## src/hw/snprw_defs.svh

```systemverilog
`ifndef SNPRW_DEFS_SVH
`define SNPRW_DEFS_SVH

// Clocks from external address strobe to snoop answer
`define SNPRW_SNOOP_DELAY     2
// Transfers in one line (16 bytes of 4-byte words)
`define SNPRW_LINE_BEATS      4
`define SNPRW_LINE_BYTES      16
`define SNPRW_ADDR_W          32
`define SNPRW_DATA_W          32

`endif

```

## src/hw/snprw_pkg.sv

```systemverilog
package snprw_pkg;
  typedef logic [31:0] snprw_word_t;
  typedef enum logic [4:0] {
    SNPRW_IDLE  = 5'h01,
    SNPRW_ADDR  = 5'h02,
    SNPRW_DATA  = 5'h04,
    SNPRW_NEXT  = 5'h08,
    SNPRW_DONE  = 5'h10
  } snprw_state_e;
endpackage

```

## src/hw/snprw_bus_if.sv

```systemverilog
`timescale 1ns/1ps
interface snprw_bus_if;
  // System inputs (snoop, hold, backoff, ready, straps, read data), driven by the system side
  logic        external_addr_strobe_n;
  logic [31:0] snoop_addr;
  logic        address_hold;
  logic        bus_hold;
  logic        backoff_n;
  logic        burst_ready_n;
  logic        ready_n;
  logic        burst_writeback_select_n;
  logic        writeback_mode_select;
  logic [31:0] read_data;
  // Device outputs, each floatable one with its enable
  logic        snoop_hit_n;
  logic        snoop_match_dirty_n;
  logic        hold_acknowledge;
  logic        bus_request_out;
  logic        address_strobe_n;
  logic        address_strobe_oe;
  logic        last_transfer_n;
  logic        last_transfer_oe;
  logic        cache_cycle_n;
  logic        cache_cycle_oe;
  logic        write_n_read;
  logic        pseudo_lock_n;
  logic        page_uncached_attr;
  logic        page_writethrough_attr;
  logic [3:0]  byte_enables_n;
  logic        ctrl_oe;
  logic [29:0] upper_address;
  logic [1:0]  low_address_bits;
  logic        low_address_oe;
  logic [31:0] write_data;

  modport device (
    input  external_addr_strobe_n, snoop_addr, address_hold, bus_hold, backoff_n,
           burst_ready_n, ready_n, burst_writeback_select_n, writeback_mode_select, read_data,
    output snoop_hit_n, snoop_match_dirty_n, hold_acknowledge, bus_request_out,
           address_strobe_n, address_strobe_oe, last_transfer_n, last_transfer_oe,
           cache_cycle_n, cache_cycle_oe, write_n_read, pseudo_lock_n, page_uncached_attr,
           page_writethrough_attr, byte_enables_n, ctrl_oe, upper_address,
           low_address_bits, low_address_oe, write_data
  );
  modport system (
    output external_addr_strobe_n, snoop_addr, address_hold, bus_hold, backoff_n,
           burst_ready_n, ready_n, burst_writeback_select_n, writeback_mode_select, read_data,
    input  snoop_hit_n, snoop_match_dirty_n, hold_acknowledge, bus_request_out,
           address_strobe_n, address_strobe_oe, last_transfer_n, last_transfer_oe,
           cache_cycle_n, cache_cycle_oe, write_n_read, pseudo_lock_n, page_uncached_attr,
           page_writethrough_attr, byte_enables_n, ctrl_oe, upper_address,
           low_address_bits, low_address_oe, write_data
  );
endinterface

```

## src/hw/snprw_device.sv

```systemverilog
// Behaviour
// - Snoop hit asserts two clocks after strobe
// - Snoop miss negates hit two clocks after
// - Hit output changes only on snoops
// - Dirty hit asserts, releases after writeback
// - Dirty flag off before next address strobe
// - Invalidate may pulse dirty without writeback
// - System blocks masters while dirty asserted
// - Select high: four single writes
// - Select low: one 16-byte burst
// - System straps burst select fixed
// - Write-through mode ignores burst select
// - Cache indicator valid strobe to ready
// - Uncached-low unlocked reads assert cache indicator
// - Cacheable unlocked reads and their fills assert indicator
// - Writes assert indicator only for writebacks
// - Strobe, write, cache mark replacement writeback
// - Plus dirty flag marks snoop writeback
// - Float control outputs in hold, backoff
// - Float low address in address hold too
// - Mode select sampled at reset release
`timescale 1ns/1ps
`include "snprw_defs.svh"
module snprw_device #(
  parameter int LINES = 4
) (
  input  wire logic               CLK,
  input  wire logic               RESETN,
  snprw_bus_if.device             BUS,
  input  wire logic               INVALIDATE_REQ,
  input  wire logic               REPLACE_REQ,
  input  wire snprw_pkg::snprw_word_t REPLACE_ADDR,
  input  wire logic               READ_REQ,
  input  wire snprw_pkg::snprw_word_t READ_ADDR,
  input  wire logic               READ_UNCACHED,
  input  wire logic               READ_LOCKED,
  output logic                    REQ_READY,
  output logic                    WRITEBACK_MODE,
  output snprw_pkg::snprw_word_t  READ_DATA
);
  import snprw_pkg::*;

  localparam int IW = $clog2(LINES);

  // Line store: tag, valid and dirty per entry, words per beat
  logic [LINES-1:0]   line_valid;
  logic [LINES-1:0]   line_dirty;
  snprw_word_t        line_tag [LINES];
  snprw_word_t        line_word [LINES][`SNPRW_LINE_BEATS];

  snprw_state_e       state;
  snprw_state_e       next_state;
  logic [1:0]         beat;
  logic               burst_mode;
  logic               wb_active;
  logic               wb_snoop;
  logic               rd_active;
  logic               rd_uncached;
  logic               rd_locked;
  snprw_word_t        cyc_addr;
  logic [IW-1:0]      cyc_idx;
  logic [`SNPRW_SNOOP_DELAY-2:0] external_addr_strobe_n_pipe;
  snprw_word_t        snoop_addr_q;
  logic               hit_q;
  logic               dirty_q;
  logic               pend_wb;
  logic [IW-1:0]      pend_idx;
  logic               mode_wb;
  logic               reset_seen;
  logic               cache_q;

  function automatic logic [IW-1:0] line_index(input snprw_word_t a);
    line_index = a[4 +: IW];
  endfunction

  wire [IW-1:0] snoop_idx   = line_index(snoop_addr_q);
  wire          snoop_hit   = line_valid[snoop_idx] && line_tag[snoop_idx][31:4] == snoop_addr_q[31:4];
  wire          snoop_dirty = snoop_hit && line_dirty[snoop_idx] && mode_wb;
  wire          answer_now  = external_addr_strobe_n_pipe[`SNPRW_SNOOP_DELAY-2]; // Answer register is the last stage
  wire          floated     = BUS.bus_hold || !BUS.backoff_n;
  wire          ready_seen  = !BUS.burst_ready_n || !BUS.ready_n;
  wire          line_end    = beat == 2'(`SNPRW_LINE_BEATS - 1);
  wire          last_beat   = (wb_active && !burst_mode) || line_end; // Reads always run as one burst
  wire          start_ok    = state == SNPRW_IDLE && !floated;
  wire          start_wb    = start_ok && (pend_wb || (REPLACE_REQ && mode_wb));
  wire          start_rd    = start_ok && !start_wb && READ_REQ;
  // Cache indicator only on cacheable unlocked reads or writebacks
  wire          next_cache  = wb_active || (rd_active && !rd_uncached && !rd_locked);

  // Strap caught on the first clock after reset release
  always_ff @(posedge CLK or negedge RESETN) begin
    if (!RESETN) begin
      reset_seen <= 1'b0;
      mode_wb    <= 1'b0;
    end else if (!reset_seen) begin
      reset_seen <= 1'b1;
      mode_wb    <= BUS.writeback_mode_select;
    end
  end

  // Burst select sampled at each writeback start, and only in write-back mode
  always_ff @(posedge CLK or negedge RESETN) begin
    if (!RESETN) begin
      burst_mode <= 1'b0;
    end else if (start_wb && mode_wb) begin
      burst_mode <= !BUS.burst_writeback_select_n;
    end
  end

  always_ff @(posedge CLK or negedge RESETN) begin
    if (!RESETN) begin
      external_addr_strobe_n_pipe    <= '0;
      snoop_addr_q <= '0;
    end else begin
      external_addr_strobe_n_pipe <= (`SNPRW_SNOOP_DELAY-1)'({external_addr_strobe_n_pipe, !BUS.external_addr_strobe_n});
      if (!BUS.external_addr_strobe_n) begin
        snoop_addr_q <= BUS.snoop_addr;
      end
    end
  end

  // Answer lands exactly two clocks after the strobe; hit holds until the next, dirty drops earlier
  always_ff @(posedge CLK or negedge RESETN) begin
    if (!RESETN) begin
      hit_q    <= 1'b0;
      dirty_q  <= 1'b0;
      pend_wb  <= 1'b0;
      pend_idx <= '0;
    end else if (answer_now) begin
      hit_q    <= snoop_hit;
      dirty_q  <= snoop_dirty;
      pend_wb  <= snoop_dirty && !INVALIDATE_REQ;
      pend_idx <= snoop_idx;
    end else begin
      if (start_wb) begin
        pend_wb <= 1'b0;
      end
      // Drop after the final ready, so it is gone before any next strobe
      if ((wb_snoop && state == SNPRW_DATA && ready_seen && line_end) || (dirty_q && !pend_wb && !wb_snoop)) begin
        dirty_q <= 1'b0;
      end
    end
  end

  always_comb begin
    next_state = state;
    case (state)
      SNPRW_IDLE: begin
        if (start_wb || start_rd) next_state = SNPRW_ADDR;
      end
      SNPRW_ADDR: begin
        next_state = SNPRW_DATA;
      end
      SNPRW_DATA: begin
        if (ready_seen && line_end) next_state = SNPRW_DONE;
        else if (ready_seen && last_beat && wb_active) next_state = SNPRW_NEXT;
      end
      SNPRW_NEXT: begin
        if (!floated) next_state = SNPRW_ADDR;
      end
      SNPRW_DONE: begin
        next_state = SNPRW_IDLE;
      end
      default: next_state = SNPRW_IDLE;
    endcase
  end

  always_ff @(posedge CLK or negedge RESETN) begin
    if (!RESETN) begin
      state <= SNPRW_IDLE;
    end else begin
      state <= next_state;
    end
  end

  always_ff @(posedge CLK or negedge RESETN) begin
    if (!RESETN) begin
      wb_active   <= 1'b0;
      wb_snoop    <= 1'b0;
      rd_active   <= 1'b0;
      rd_uncached <= 1'b0;
      rd_locked   <= 1'b0;
      cyc_addr    <= '0;
      cyc_idx     <= '0;
      beat        <= '0;
    end else if (start_wb) begin
      wb_active <= 1'b1;
      wb_snoop  <= pend_wb;
      cyc_idx   <= pend_wb ? pend_idx : line_index(REPLACE_ADDR);
      cyc_addr  <= pend_wb ? {snoop_addr_q[31:4], 4'h0} : {REPLACE_ADDR[31:4], 4'h0};
      beat      <= '0;
    end else if (start_rd) begin
      rd_active   <= 1'b1;
      rd_uncached <= READ_UNCACHED;
      rd_locked   <= READ_LOCKED;
      cyc_idx     <= line_index(READ_ADDR);
      cyc_addr    <= {READ_ADDR[31:4], 4'h0};
      beat        <= '0;
    end else if (state == SNPRW_DATA && ready_seen) begin
      beat <= beat + 2'h1;
    end else if (state == SNPRW_DONE) begin
      wb_active <= 1'b0;
      wb_snoop  <= 1'b0;
      rd_active <= 1'b0;
    end
  end

  // Indicator held from the strobe to the first ready; negated after
  always_ff @(posedge CLK or negedge RESETN) begin
    if (!RESETN) begin
      cache_q <= 1'b0;
    end else if (state == SNPRW_ADDR) begin
      cache_q <= next_cache;
    end else if (ready_seen) begin
      cache_q <= 1'b0;
    end
  end

  // Cache array: fills on cacheable reads, cleaned by writebacks
  always_ff @(posedge CLK or negedge RESETN) begin
    if (!RESETN) begin
      line_valid <= '0;
      line_dirty <= '0;
    end else begin
      if (rd_active && !rd_uncached && state == SNPRW_DATA && ready_seen) begin
        line_word[cyc_idx][beat] <= BUS.read_data;
        line_tag[cyc_idx]        <= cyc_addr;
        if (line_end) line_valid[cyc_idx] <= 1'b1;
        line_dirty[cyc_idx] <= mode_wb;
      end
      if (wb_active && state == SNPRW_DONE) begin
        line_dirty[cyc_idx] <= 1'b0;
      end
      if (INVALIDATE_REQ) begin
        line_valid <= '0;
        line_dirty <= '0;
      end
    end
  end

  always_ff @(posedge CLK or negedge RESETN) begin
    if (!RESETN) begin
      READ_DATA <= '0;
    end else if (rd_active && state == SNPRW_DATA && ready_seen) begin
      READ_DATA <= BUS.read_data;
    end
  end

  assign REQ_READY      = state == SNPRW_IDLE && !floated && !pend_wb;
  assign WRITEBACK_MODE = mode_wb;

  assign BUS.snoop_hit_n            = !hit_q;
  assign BUS.snoop_match_dirty_n    = !dirty_q;
  assign BUS.hold_acknowledge       = BUS.bus_hold;
  assign BUS.bus_request_out        = start_wb || start_rd || (state != SNPRW_IDLE);
  assign BUS.address_strobe_n       = !(state == SNPRW_ADDR);
  assign BUS.address_strobe_oe      = !floated;
  assign BUS.last_transfer_n        = !(state == SNPRW_DATA && last_beat);
  assign BUS.last_transfer_oe       = !floated;
  assign BUS.cache_cycle_n          = !(state == SNPRW_ADDR ? next_cache : cache_q);
  assign BUS.cache_cycle_oe         = !floated;
  assign BUS.write_n_read           = wb_active;
  assign BUS.pseudo_lock_n          = !(rd_active && rd_locked);
  assign BUS.page_uncached_attr     = rd_active && rd_uncached;
  assign BUS.page_writethrough_attr = !mode_wb;
  assign BUS.byte_enables_n         = 4'h0;
  assign BUS.ctrl_oe                = !floated;
  assign BUS.upper_address          = cyc_addr[31:2];
  assign BUS.low_address_bits       = beat;
  assign BUS.low_address_oe         = !floated && !BUS.address_hold;
  assign BUS.write_data             = line_word[cyc_idx][beat];
endmodule

```

## src/flat_wrapper.sv

```systemverilog
// flat-port wrapper written by rule: the top's interface ports become plain ports
module snprw_device_flat import snprw_pkg::*;
#(
  parameter int LINES = 4
)
  (CLK, RESETN, INVALIDATE_REQ, REPLACE_REQ, REPLACE_ADDR, READ_REQ, READ_ADDR, READ_UNCACHED, READ_LOCKED, REQ_READY, WRITEBACK_MODE, READ_DATA, BUS_external_addr_strobe_n, BUS_snoop_addr, BUS_address_hold, BUS_bus_hold, BUS_backoff_n, BUS_burst_ready_n, BUS_ready_n, BUS_burst_writeback_select_n, BUS_writeback_mode_select, BUS_read_data, BUS_snoop_hit_n, BUS_snoop_match_dirty_n, BUS_hold_acknowledge, BUS_bus_request_out, BUS_address_strobe_n, BUS_address_strobe_oe, BUS_last_transfer_n, BUS_last_transfer_oe, BUS_cache_cycle_n, BUS_cache_cycle_oe, BUS_write_n_read, BUS_pseudo_lock_n, BUS_page_uncached_attr, BUS_page_writethrough_attr, BUS_byte_enables_n, BUS_ctrl_oe, BUS_upper_address, BUS_low_address_bits, BUS_low_address_oe, BUS_write_data);
  snprw_bus_if BUS_i ();
  input  wire logic CLK;
  input  wire logic RESETN;
  input  wire logic INVALIDATE_REQ;
  input  wire logic REPLACE_REQ;
  input  wire snprw_pkg::snprw_word_t REPLACE_ADDR;
  input  wire logic READ_REQ;
  input  wire snprw_pkg::snprw_word_t READ_ADDR;
  input  wire logic READ_UNCACHED;
  input  wire logic READ_LOCKED;
  output logic REQ_READY;
  output logic WRITEBACK_MODE;
  output snprw_pkg::snprw_word_t READ_DATA;
  input wire logic [$bits(BUS_i.external_addr_strobe_n)-1:0] BUS_external_addr_strobe_n;
  input wire logic [$bits(BUS_i.snoop_addr)-1:0] BUS_snoop_addr;
  input wire logic [$bits(BUS_i.address_hold)-1:0] BUS_address_hold;
  input wire logic [$bits(BUS_i.bus_hold)-1:0] BUS_bus_hold;
  input wire logic [$bits(BUS_i.backoff_n)-1:0] BUS_backoff_n;
  input wire logic [$bits(BUS_i.burst_ready_n)-1:0] BUS_burst_ready_n;
  input wire logic [$bits(BUS_i.ready_n)-1:0] BUS_ready_n;
  input wire logic [$bits(BUS_i.burst_writeback_select_n)-1:0] BUS_burst_writeback_select_n;
  input wire logic [$bits(BUS_i.writeback_mode_select)-1:0] BUS_writeback_mode_select;
  input wire logic [$bits(BUS_i.read_data)-1:0] BUS_read_data;
  output wire logic [$bits(BUS_i.snoop_hit_n)-1:0] BUS_snoop_hit_n;
  output wire logic [$bits(BUS_i.snoop_match_dirty_n)-1:0] BUS_snoop_match_dirty_n;
  output wire logic [$bits(BUS_i.hold_acknowledge)-1:0] BUS_hold_acknowledge;
  output wire logic [$bits(BUS_i.bus_request_out)-1:0] BUS_bus_request_out;
  output wire logic [$bits(BUS_i.address_strobe_n)-1:0] BUS_address_strobe_n;
  output wire logic [$bits(BUS_i.address_strobe_oe)-1:0] BUS_address_strobe_oe;
  output wire logic [$bits(BUS_i.last_transfer_n)-1:0] BUS_last_transfer_n;
  output wire logic [$bits(BUS_i.last_transfer_oe)-1:0] BUS_last_transfer_oe;
  output wire logic [$bits(BUS_i.cache_cycle_n)-1:0] BUS_cache_cycle_n;
  output wire logic [$bits(BUS_i.cache_cycle_oe)-1:0] BUS_cache_cycle_oe;
  output wire logic [$bits(BUS_i.write_n_read)-1:0] BUS_write_n_read;
  output wire logic [$bits(BUS_i.pseudo_lock_n)-1:0] BUS_pseudo_lock_n;
  output wire logic [$bits(BUS_i.page_uncached_attr)-1:0] BUS_page_uncached_attr;
  output wire logic [$bits(BUS_i.page_writethrough_attr)-1:0] BUS_page_writethrough_attr;
  output wire logic [$bits(BUS_i.byte_enables_n)-1:0] BUS_byte_enables_n;
  output wire logic [$bits(BUS_i.ctrl_oe)-1:0] BUS_ctrl_oe;
  output wire logic [$bits(BUS_i.upper_address)-1:0] BUS_upper_address;
  output wire logic [$bits(BUS_i.low_address_bits)-1:0] BUS_low_address_bits;
  output wire logic [$bits(BUS_i.low_address_oe)-1:0] BUS_low_address_oe;
  output wire logic [$bits(BUS_i.write_data)-1:0] BUS_write_data;
  assign BUS_i.external_addr_strobe_n = BUS_external_addr_strobe_n;
  assign BUS_i.snoop_addr = BUS_snoop_addr;
  assign BUS_i.address_hold = BUS_address_hold;
  assign BUS_i.bus_hold = BUS_bus_hold;
  assign BUS_i.backoff_n = BUS_backoff_n;
  assign BUS_i.burst_ready_n = BUS_burst_ready_n;
  assign BUS_i.ready_n = BUS_ready_n;
  assign BUS_i.burst_writeback_select_n = BUS_burst_writeback_select_n;
  assign BUS_i.writeback_mode_select = BUS_writeback_mode_select;
  assign BUS_i.read_data = BUS_read_data;
  assign BUS_snoop_hit_n = BUS_i.snoop_hit_n;
  assign BUS_snoop_match_dirty_n = BUS_i.snoop_match_dirty_n;
  assign BUS_hold_acknowledge = BUS_i.hold_acknowledge;
  assign BUS_bus_request_out = BUS_i.bus_request_out;
  assign BUS_address_strobe_n = BUS_i.address_strobe_n;
  assign BUS_address_strobe_oe = BUS_i.address_strobe_oe;
  assign BUS_last_transfer_n = BUS_i.last_transfer_n;
  assign BUS_last_transfer_oe = BUS_i.last_transfer_oe;
  assign BUS_cache_cycle_n = BUS_i.cache_cycle_n;
  assign BUS_cache_cycle_oe = BUS_i.cache_cycle_oe;
  assign BUS_write_n_read = BUS_i.write_n_read;
  assign BUS_pseudo_lock_n = BUS_i.pseudo_lock_n;
  assign BUS_page_uncached_attr = BUS_i.page_uncached_attr;
  assign BUS_page_writethrough_attr = BUS_i.page_writethrough_attr;
  assign BUS_byte_enables_n = BUS_i.byte_enables_n;
  assign BUS_ctrl_oe = BUS_i.ctrl_oe;
  assign BUS_upper_address = BUS_i.upper_address;
  assign BUS_low_address_bits = BUS_i.low_address_bits;
  assign BUS_low_address_oe = BUS_i.low_address_oe;
  assign BUS_write_data = BUS_i.write_data;
  snprw_device #(.LINES(LINES)) u_core (.CLK(CLK), .RESETN(RESETN), .BUS(BUS_i), .INVALIDATE_REQ(INVALIDATE_REQ), .REPLACE_REQ(REPLACE_REQ), .REPLACE_ADDR(REPLACE_ADDR), .READ_REQ(READ_REQ), .READ_ADDR(READ_ADDR), .READ_UNCACHED(READ_UNCACHED), .READ_LOCKED(READ_LOCKED), .REQ_READY(REQ_READY), .WRITEBACK_MODE(WRITEBACK_MODE), .READ_DATA(READ_DATA));
endmodule
```

## config.mk

```make
export PLATFORM = sky130hd
export DESIGN_NAME = snprw_device_flat
export DESIGN_NICKNAME = d
export VERILOG_FILES = /design/src/hw/snprw_pkg.sv /design/src/hw/snprw_bus_if.sv /design/src/hw/snprw_device.sv /design/src/flat_wrapper.sv
export VERILOG_INCLUDE_DIRS = /design/src /design/src/hw
export SDC_FILE = /design/constraint.sdc
export NUM_CORES = 1
export LEC_CHECK = 0
export BUFFER_PORTS_ARGS = -buffer_cell sky130_fd_sc_hd__buf_2
export CORE_UTILIZATION = 57
export DETAILED_ROUTE_END_ITERATION = 10
export PLACE_DENSITY = 0.89
export SYNTH_ARGS = -nofsm -noshare
export SYNTH_HDL_FRONTEND = slang
export SYNTH_SLANG_ARGS = --single-unit
```

## constraint.sdc

```tcl
create_clock -name CLK -period 9 [get_ports CLK]
set_input_delay 1.8 -clock CLK [delete_from_list [all_inputs] [get_ports CLK]]
set_output_delay 1.8 -clock CLK [all_outputs]
set_load 0.005 [all_outputs]
```

==> results.md <==
- STA classifies the critical path endpoint as a primary output.
- The via total after detailed routing is 16240.
- Yosys mapped a number of flops with a built-in enable equal to 624.
- The synthesis-to-finish area growth is 14.85%.
- TritonCTS created 73 clock buffers.
- Along the worst hold path, the cell count comes to 1.
- IR analysis of the VDD net gives a maximum drop of approximately 0.17 mV.
- Setup repair after global routing left no endpoint under its margin.
- STA classifies the critical path startpoint as a flop.
- Walking the worst path, the cells encountered are buf_4 -> mux4_2 -> mux4_2 -> buf_2.
- The count of warnings emitted by yosys is 0.
- The detailed router finished its first iteration with about 1900 violations.
- The analysis attributes to cell leakage a power of 11.81 nW.
- The top cell family by delay on the critical path is multiplexers.
- After detailed routing, the total wire length is about 77000 um.
- The clock sink count is approximately 740.
- The initial utilization of the core area, before any placement, comes to 0.5804.
- The number of library cell types mapped by synthesis is 63.
- Yosys instantiated no cell more often than sky130_fd_sc_hd__edfxtp_1.
- The count of endpoints failing hold in the final timing report is 0.
- The count of maximum capacitance violations is 0.
- The proportion of layout cells with a drive suffix above 1 is 0.3674.
- Of the synthesized area, sequential elements account for 0.7436.
- The count of antenna-violating nets left after detailed routing is 0.
- The clock period could shrink to between 5 and 6 ns.
- The largest fanout on the critical path is 52.
- The final-stage net count is approximately 1800.
- The clock skew after layout is 0.02009 ns.
- The power per standard cell area is 244.2 nW/um^2.
- The number of synthesized register bits is 744.
- By area the synthesized netlist is led by sky130_fd_sc_hd__edfxtp_1 64%, sky130_fd_sc_hd__mux4_2 14%, sky130_fd_sc_hd__dfrtp_1 10%.
- The slowest stage of the critical path is the sky130_fd_sc_hd__dfrtp_4 cell.
- TritonCTS built the clock tree.
- By count the netlist is led by 624 x sky130_fd_sc_hd__edfxtp_1, 176 x sky130_fd_sc_hd__mux4_2, 119 x sky130_fd_sc_hd__dfrtp_1.
- After floorplanning, the core was sized to cover 50380 sq um.
- After floorplanning, the core was divided into 82 placement rows.
- The initial antenna violation count came to 5.
- The relative slew slack is 0.1397.
- The first global-routing pass estimated 111900 um of wire.
- The number of buffers inserted by port buffering is 242.
- The number of primary I/O pins is 261.
- The critical path is of the reg -> out type.
- The average cell area after synthesis is ~20 sq um.
- The estimated wirelength of the detail-placed design is 38940 um.
- The run finished with clean final reports.
- The residual DRC count is 0.
- The highest achievable clock rate is 171.8 MHz.
- The number of slew-limit violations in the final report is 0.
- The count of buffers added by post-CTS timing repair for setup is 0.
- The library cell used as clock root buffer is sky130_fd_sc_hd__clkbuf_16.
- The floorplan step defined a die boundary enclosing 52210 sq um.
- The number of vias per cell is 6.669.
- The cell depth of the worst setup path is 4.
- Entering global routing, the biggest net connects just over 80 pins.
- The design draws approximately 0.008 W.
- The via count of the first global-routing pass was 16690.
- For this run, the detailed router's first-pass iteration total came to 6.
- The total negative setup slack is 0 ns.
- Among the stages of the critical path, the cell type that occurs most often is sky130_fd_sc_hd__mux4_2.
- The total congestion overflow is 0.
- After synthesis the cells add up to roughly 29000 sq um.
- The die outline width is 228.5 um.
- At the worst endpoint, the required time is around 7 ns.
- The cell type contributing the most total cell area after synthesis is sky130_fd_sc_hd__edfxtp_1.
- The global placer's final weighted congestion is 0.8190.
- The final period utilization is 0.6466.
- The proportion of synthesized flip-flops having asynchronous set or reset is 0.1613.
- After clock tree synthesis, the repair step resized 0 gates.
- At the later pin of the worst-skew pair, clock insertion delay measures 0.63 ns.
- Across every metal layer, demand over resource in global routing totals 0.3007.
- The slew at the pin closest to its max-slew limit is between 1 and 1.5 ns.
- Data arrives at the worst endpoint at 4.02 ns.
- The number of H-tree levels is 3.
- Setup violations remaining at the end of the flow were counted as 0.
- The portion of synthesized cell area occupied by the leading cell type is 0.6408.
- The worst hold path belongs to the class reg -> reg.
- The largest stage delay on the critical path is 1.04 ns.
- The count of mapped cells out of synthesis is between 1000 and 1500.
- The maximum clock path buffer count is 3.
- The post-detailed-route wirelength per cell is 31.73 um.
- The most used flip-flop cell after synthesis is sky130_fd_sc_hd__edfxtp_1.
- The clock transition at the register clock pins on the worst setup and hold paths after CTS is 0.06 ns.
- The post-cts hold buffer count is 0.
- The die is 228.5 um tall.
- The critical path contains buffers and inverters numbering 2 combined.
- The number of cells on the worst reg-to-reg path is 6.
## per-layer routing
layer  share of wire  global-route usage
met1            0.33              0.3657
met2            0.52              0.5200
met3            0.10             0.06500
met4           0.042              0.1307
met5         0.00039                   0
## area by class of cell
| type | count | area, sq um |
|---|---|---|
| Antenna cell | 2 | 5.005 |
| Clock buffer | 103 | 2092 |
| Clock inverter | 32 | 361.6 |
| Fill cell | 2949 | 16790 |
| Inverter | 13 | 48.80 |
| Multi-Input combinational cell | 604 | 7091 |
| Sequential cell | 744 | 21750 |
| Tap cell | 672 | 840.8 |
| Timing Repair Buffer | 265 | 1390 |
## stage by stage
step / std cells / hold WS [ns] / instance area, sq um / util / worst slack (ns)
3_5_place_dp: 2298 / 0.4755 / 31120 / 0.6178 / 3.803
4_1_cts: 2433 / 0.4881 / 33580 / 0.6665 / 3.068
5_1_grt: 2435 / 0.5040 / 33580 / 0.6666 / 2.947
6_report: 2435 / 0.4851 / 33580 / 0.6666 / 3.181
2_1_floorplan: 1449 / 0.4571 / 29260 / - / 3.038
3_3_place_gp: 2298 / 0.4683 / 31120 / 0.6178 / 3.829
## sequential cells by signal (all words and copies together) (netlist names), 2 cells and up
signal	flops
u_core.line_word	512
u_core.line_tag	112
u_core.READ_DATA	32
u_core.cyc_addr	28
u_core.snoop_addr_q	28
u_core.state	5
u_core.line_dirty	4
u_core.line_valid	4
u_core.BUS.low_address_bits	2
u_core.cyc_idx	2
u_core.pend_idx	2
## power breakdown
group | total, W | switching, W | internal, W
clock | 0.00315 | 0.00134 | 0.00181
sequential | 0.00405 | 0.000196 | 0.00385
combinational | 0.000997 | 0.000462 | 0.000535
## logic make-up (layout without fill, tap and decap cells)
family / count (synthesis) / after routing / share of synthesized area
flops: 744 / 744 / 0.7436
simple gates: 200 / 200 / 0.03522
xor+xnor: 24 / 24 / 0.007189
compound gates: 109 / 109 / 0.02568
mux: 260 / 260 / 0.1698
buf+inv: 101 / 413 / 0.01652
other cells: 2 / 9 / 0.0002568
fa+ha+maj: 4 / 4 / 0.001712
## cell usage in the layout (no fill, tap or decap), types with 5 or more instances in the layout
cell type / instances
sky130_fd_sc_hd__a21oi_1: 22
sky130_fd_sc_hd__and2_1: 5
sky130_fd_sc_hd__mux2i_1: 15
sky130_fd_sc_hd__clkbuf_8: 11
sky130_fd_sc_hd__nor2_1: 22
sky130_fd_sc_hd__mux4_2: 176
sky130_fd_sc_hd__mux4_1: 5
sky130_fd_sc_hd__nor2b_1: 35
sky130_fd_sc_hd__inv_1: 12
sky130_fd_sc_hd__clkinv_2: 9
sky130_fd_sc_hd__bufinv_16: 6
sky130_fd_sc_hd__xor2_1: 8
sky130_fd_sc_hd__mux2_2: 53
sky130_fd_sc_hd__a31oi_1: 28
sky130_fd_sc_hd__o21ai_0: 10
sky130_fd_sc_hd__and2_2: 12
sky130_fd_sc_hd__dfrtp_1: 114
sky130_fd_sc_hd__clkinv_1: 6
sky130_fd_sc_hd__clkbuf_1: 17
sky130_fd_sc_hd__xnor2_1: 16
sky130_fd_sc_hd__mux2_1: 11
sky130_fd_sc_hd__clkbuf_16: 75
sky130_fd_sc_hd__nand4_1: 7
sky130_fd_sc_hd__buf_4: 23
sky130_fd_sc_hd__buf_2: 241
sky130_fd_sc_hd__conb_1: 7
sky130_fd_sc_hd__nand2b_1: 5
sky130_fd_sc_hd__edfxtp_1: 624
sky130_fd_sc_hd__a211oi_1: 27
sky130_fd_sc_hd__nand2_1: 74
sky130_fd_sc_hd__nand3_1: 9
## path summary, 6_finish.rpt
check	slack, ns	end	startpoint
setup / recovery	3.18	BUS_write_data[31]	u_core.cyc_idx[0]
hold / removal	0.49	u_core.READ_DATA[2]	u_core.READ_DATA[2]
setup reg to reg	5.18	u_core.line_word[0][119]	u_core.state[3]
hold reg to reg	0.49	u_core.READ_DATA[2]	u_core.READ_DATA[2]
max in group asynchronous	6.43	u_core.snoop_addr_q[4]	RESETN
min in group asynchronous	1.21	u_core.READ_DATA[5]	RESETN
No activity file was read; power rests on OpenSTA's default activity.
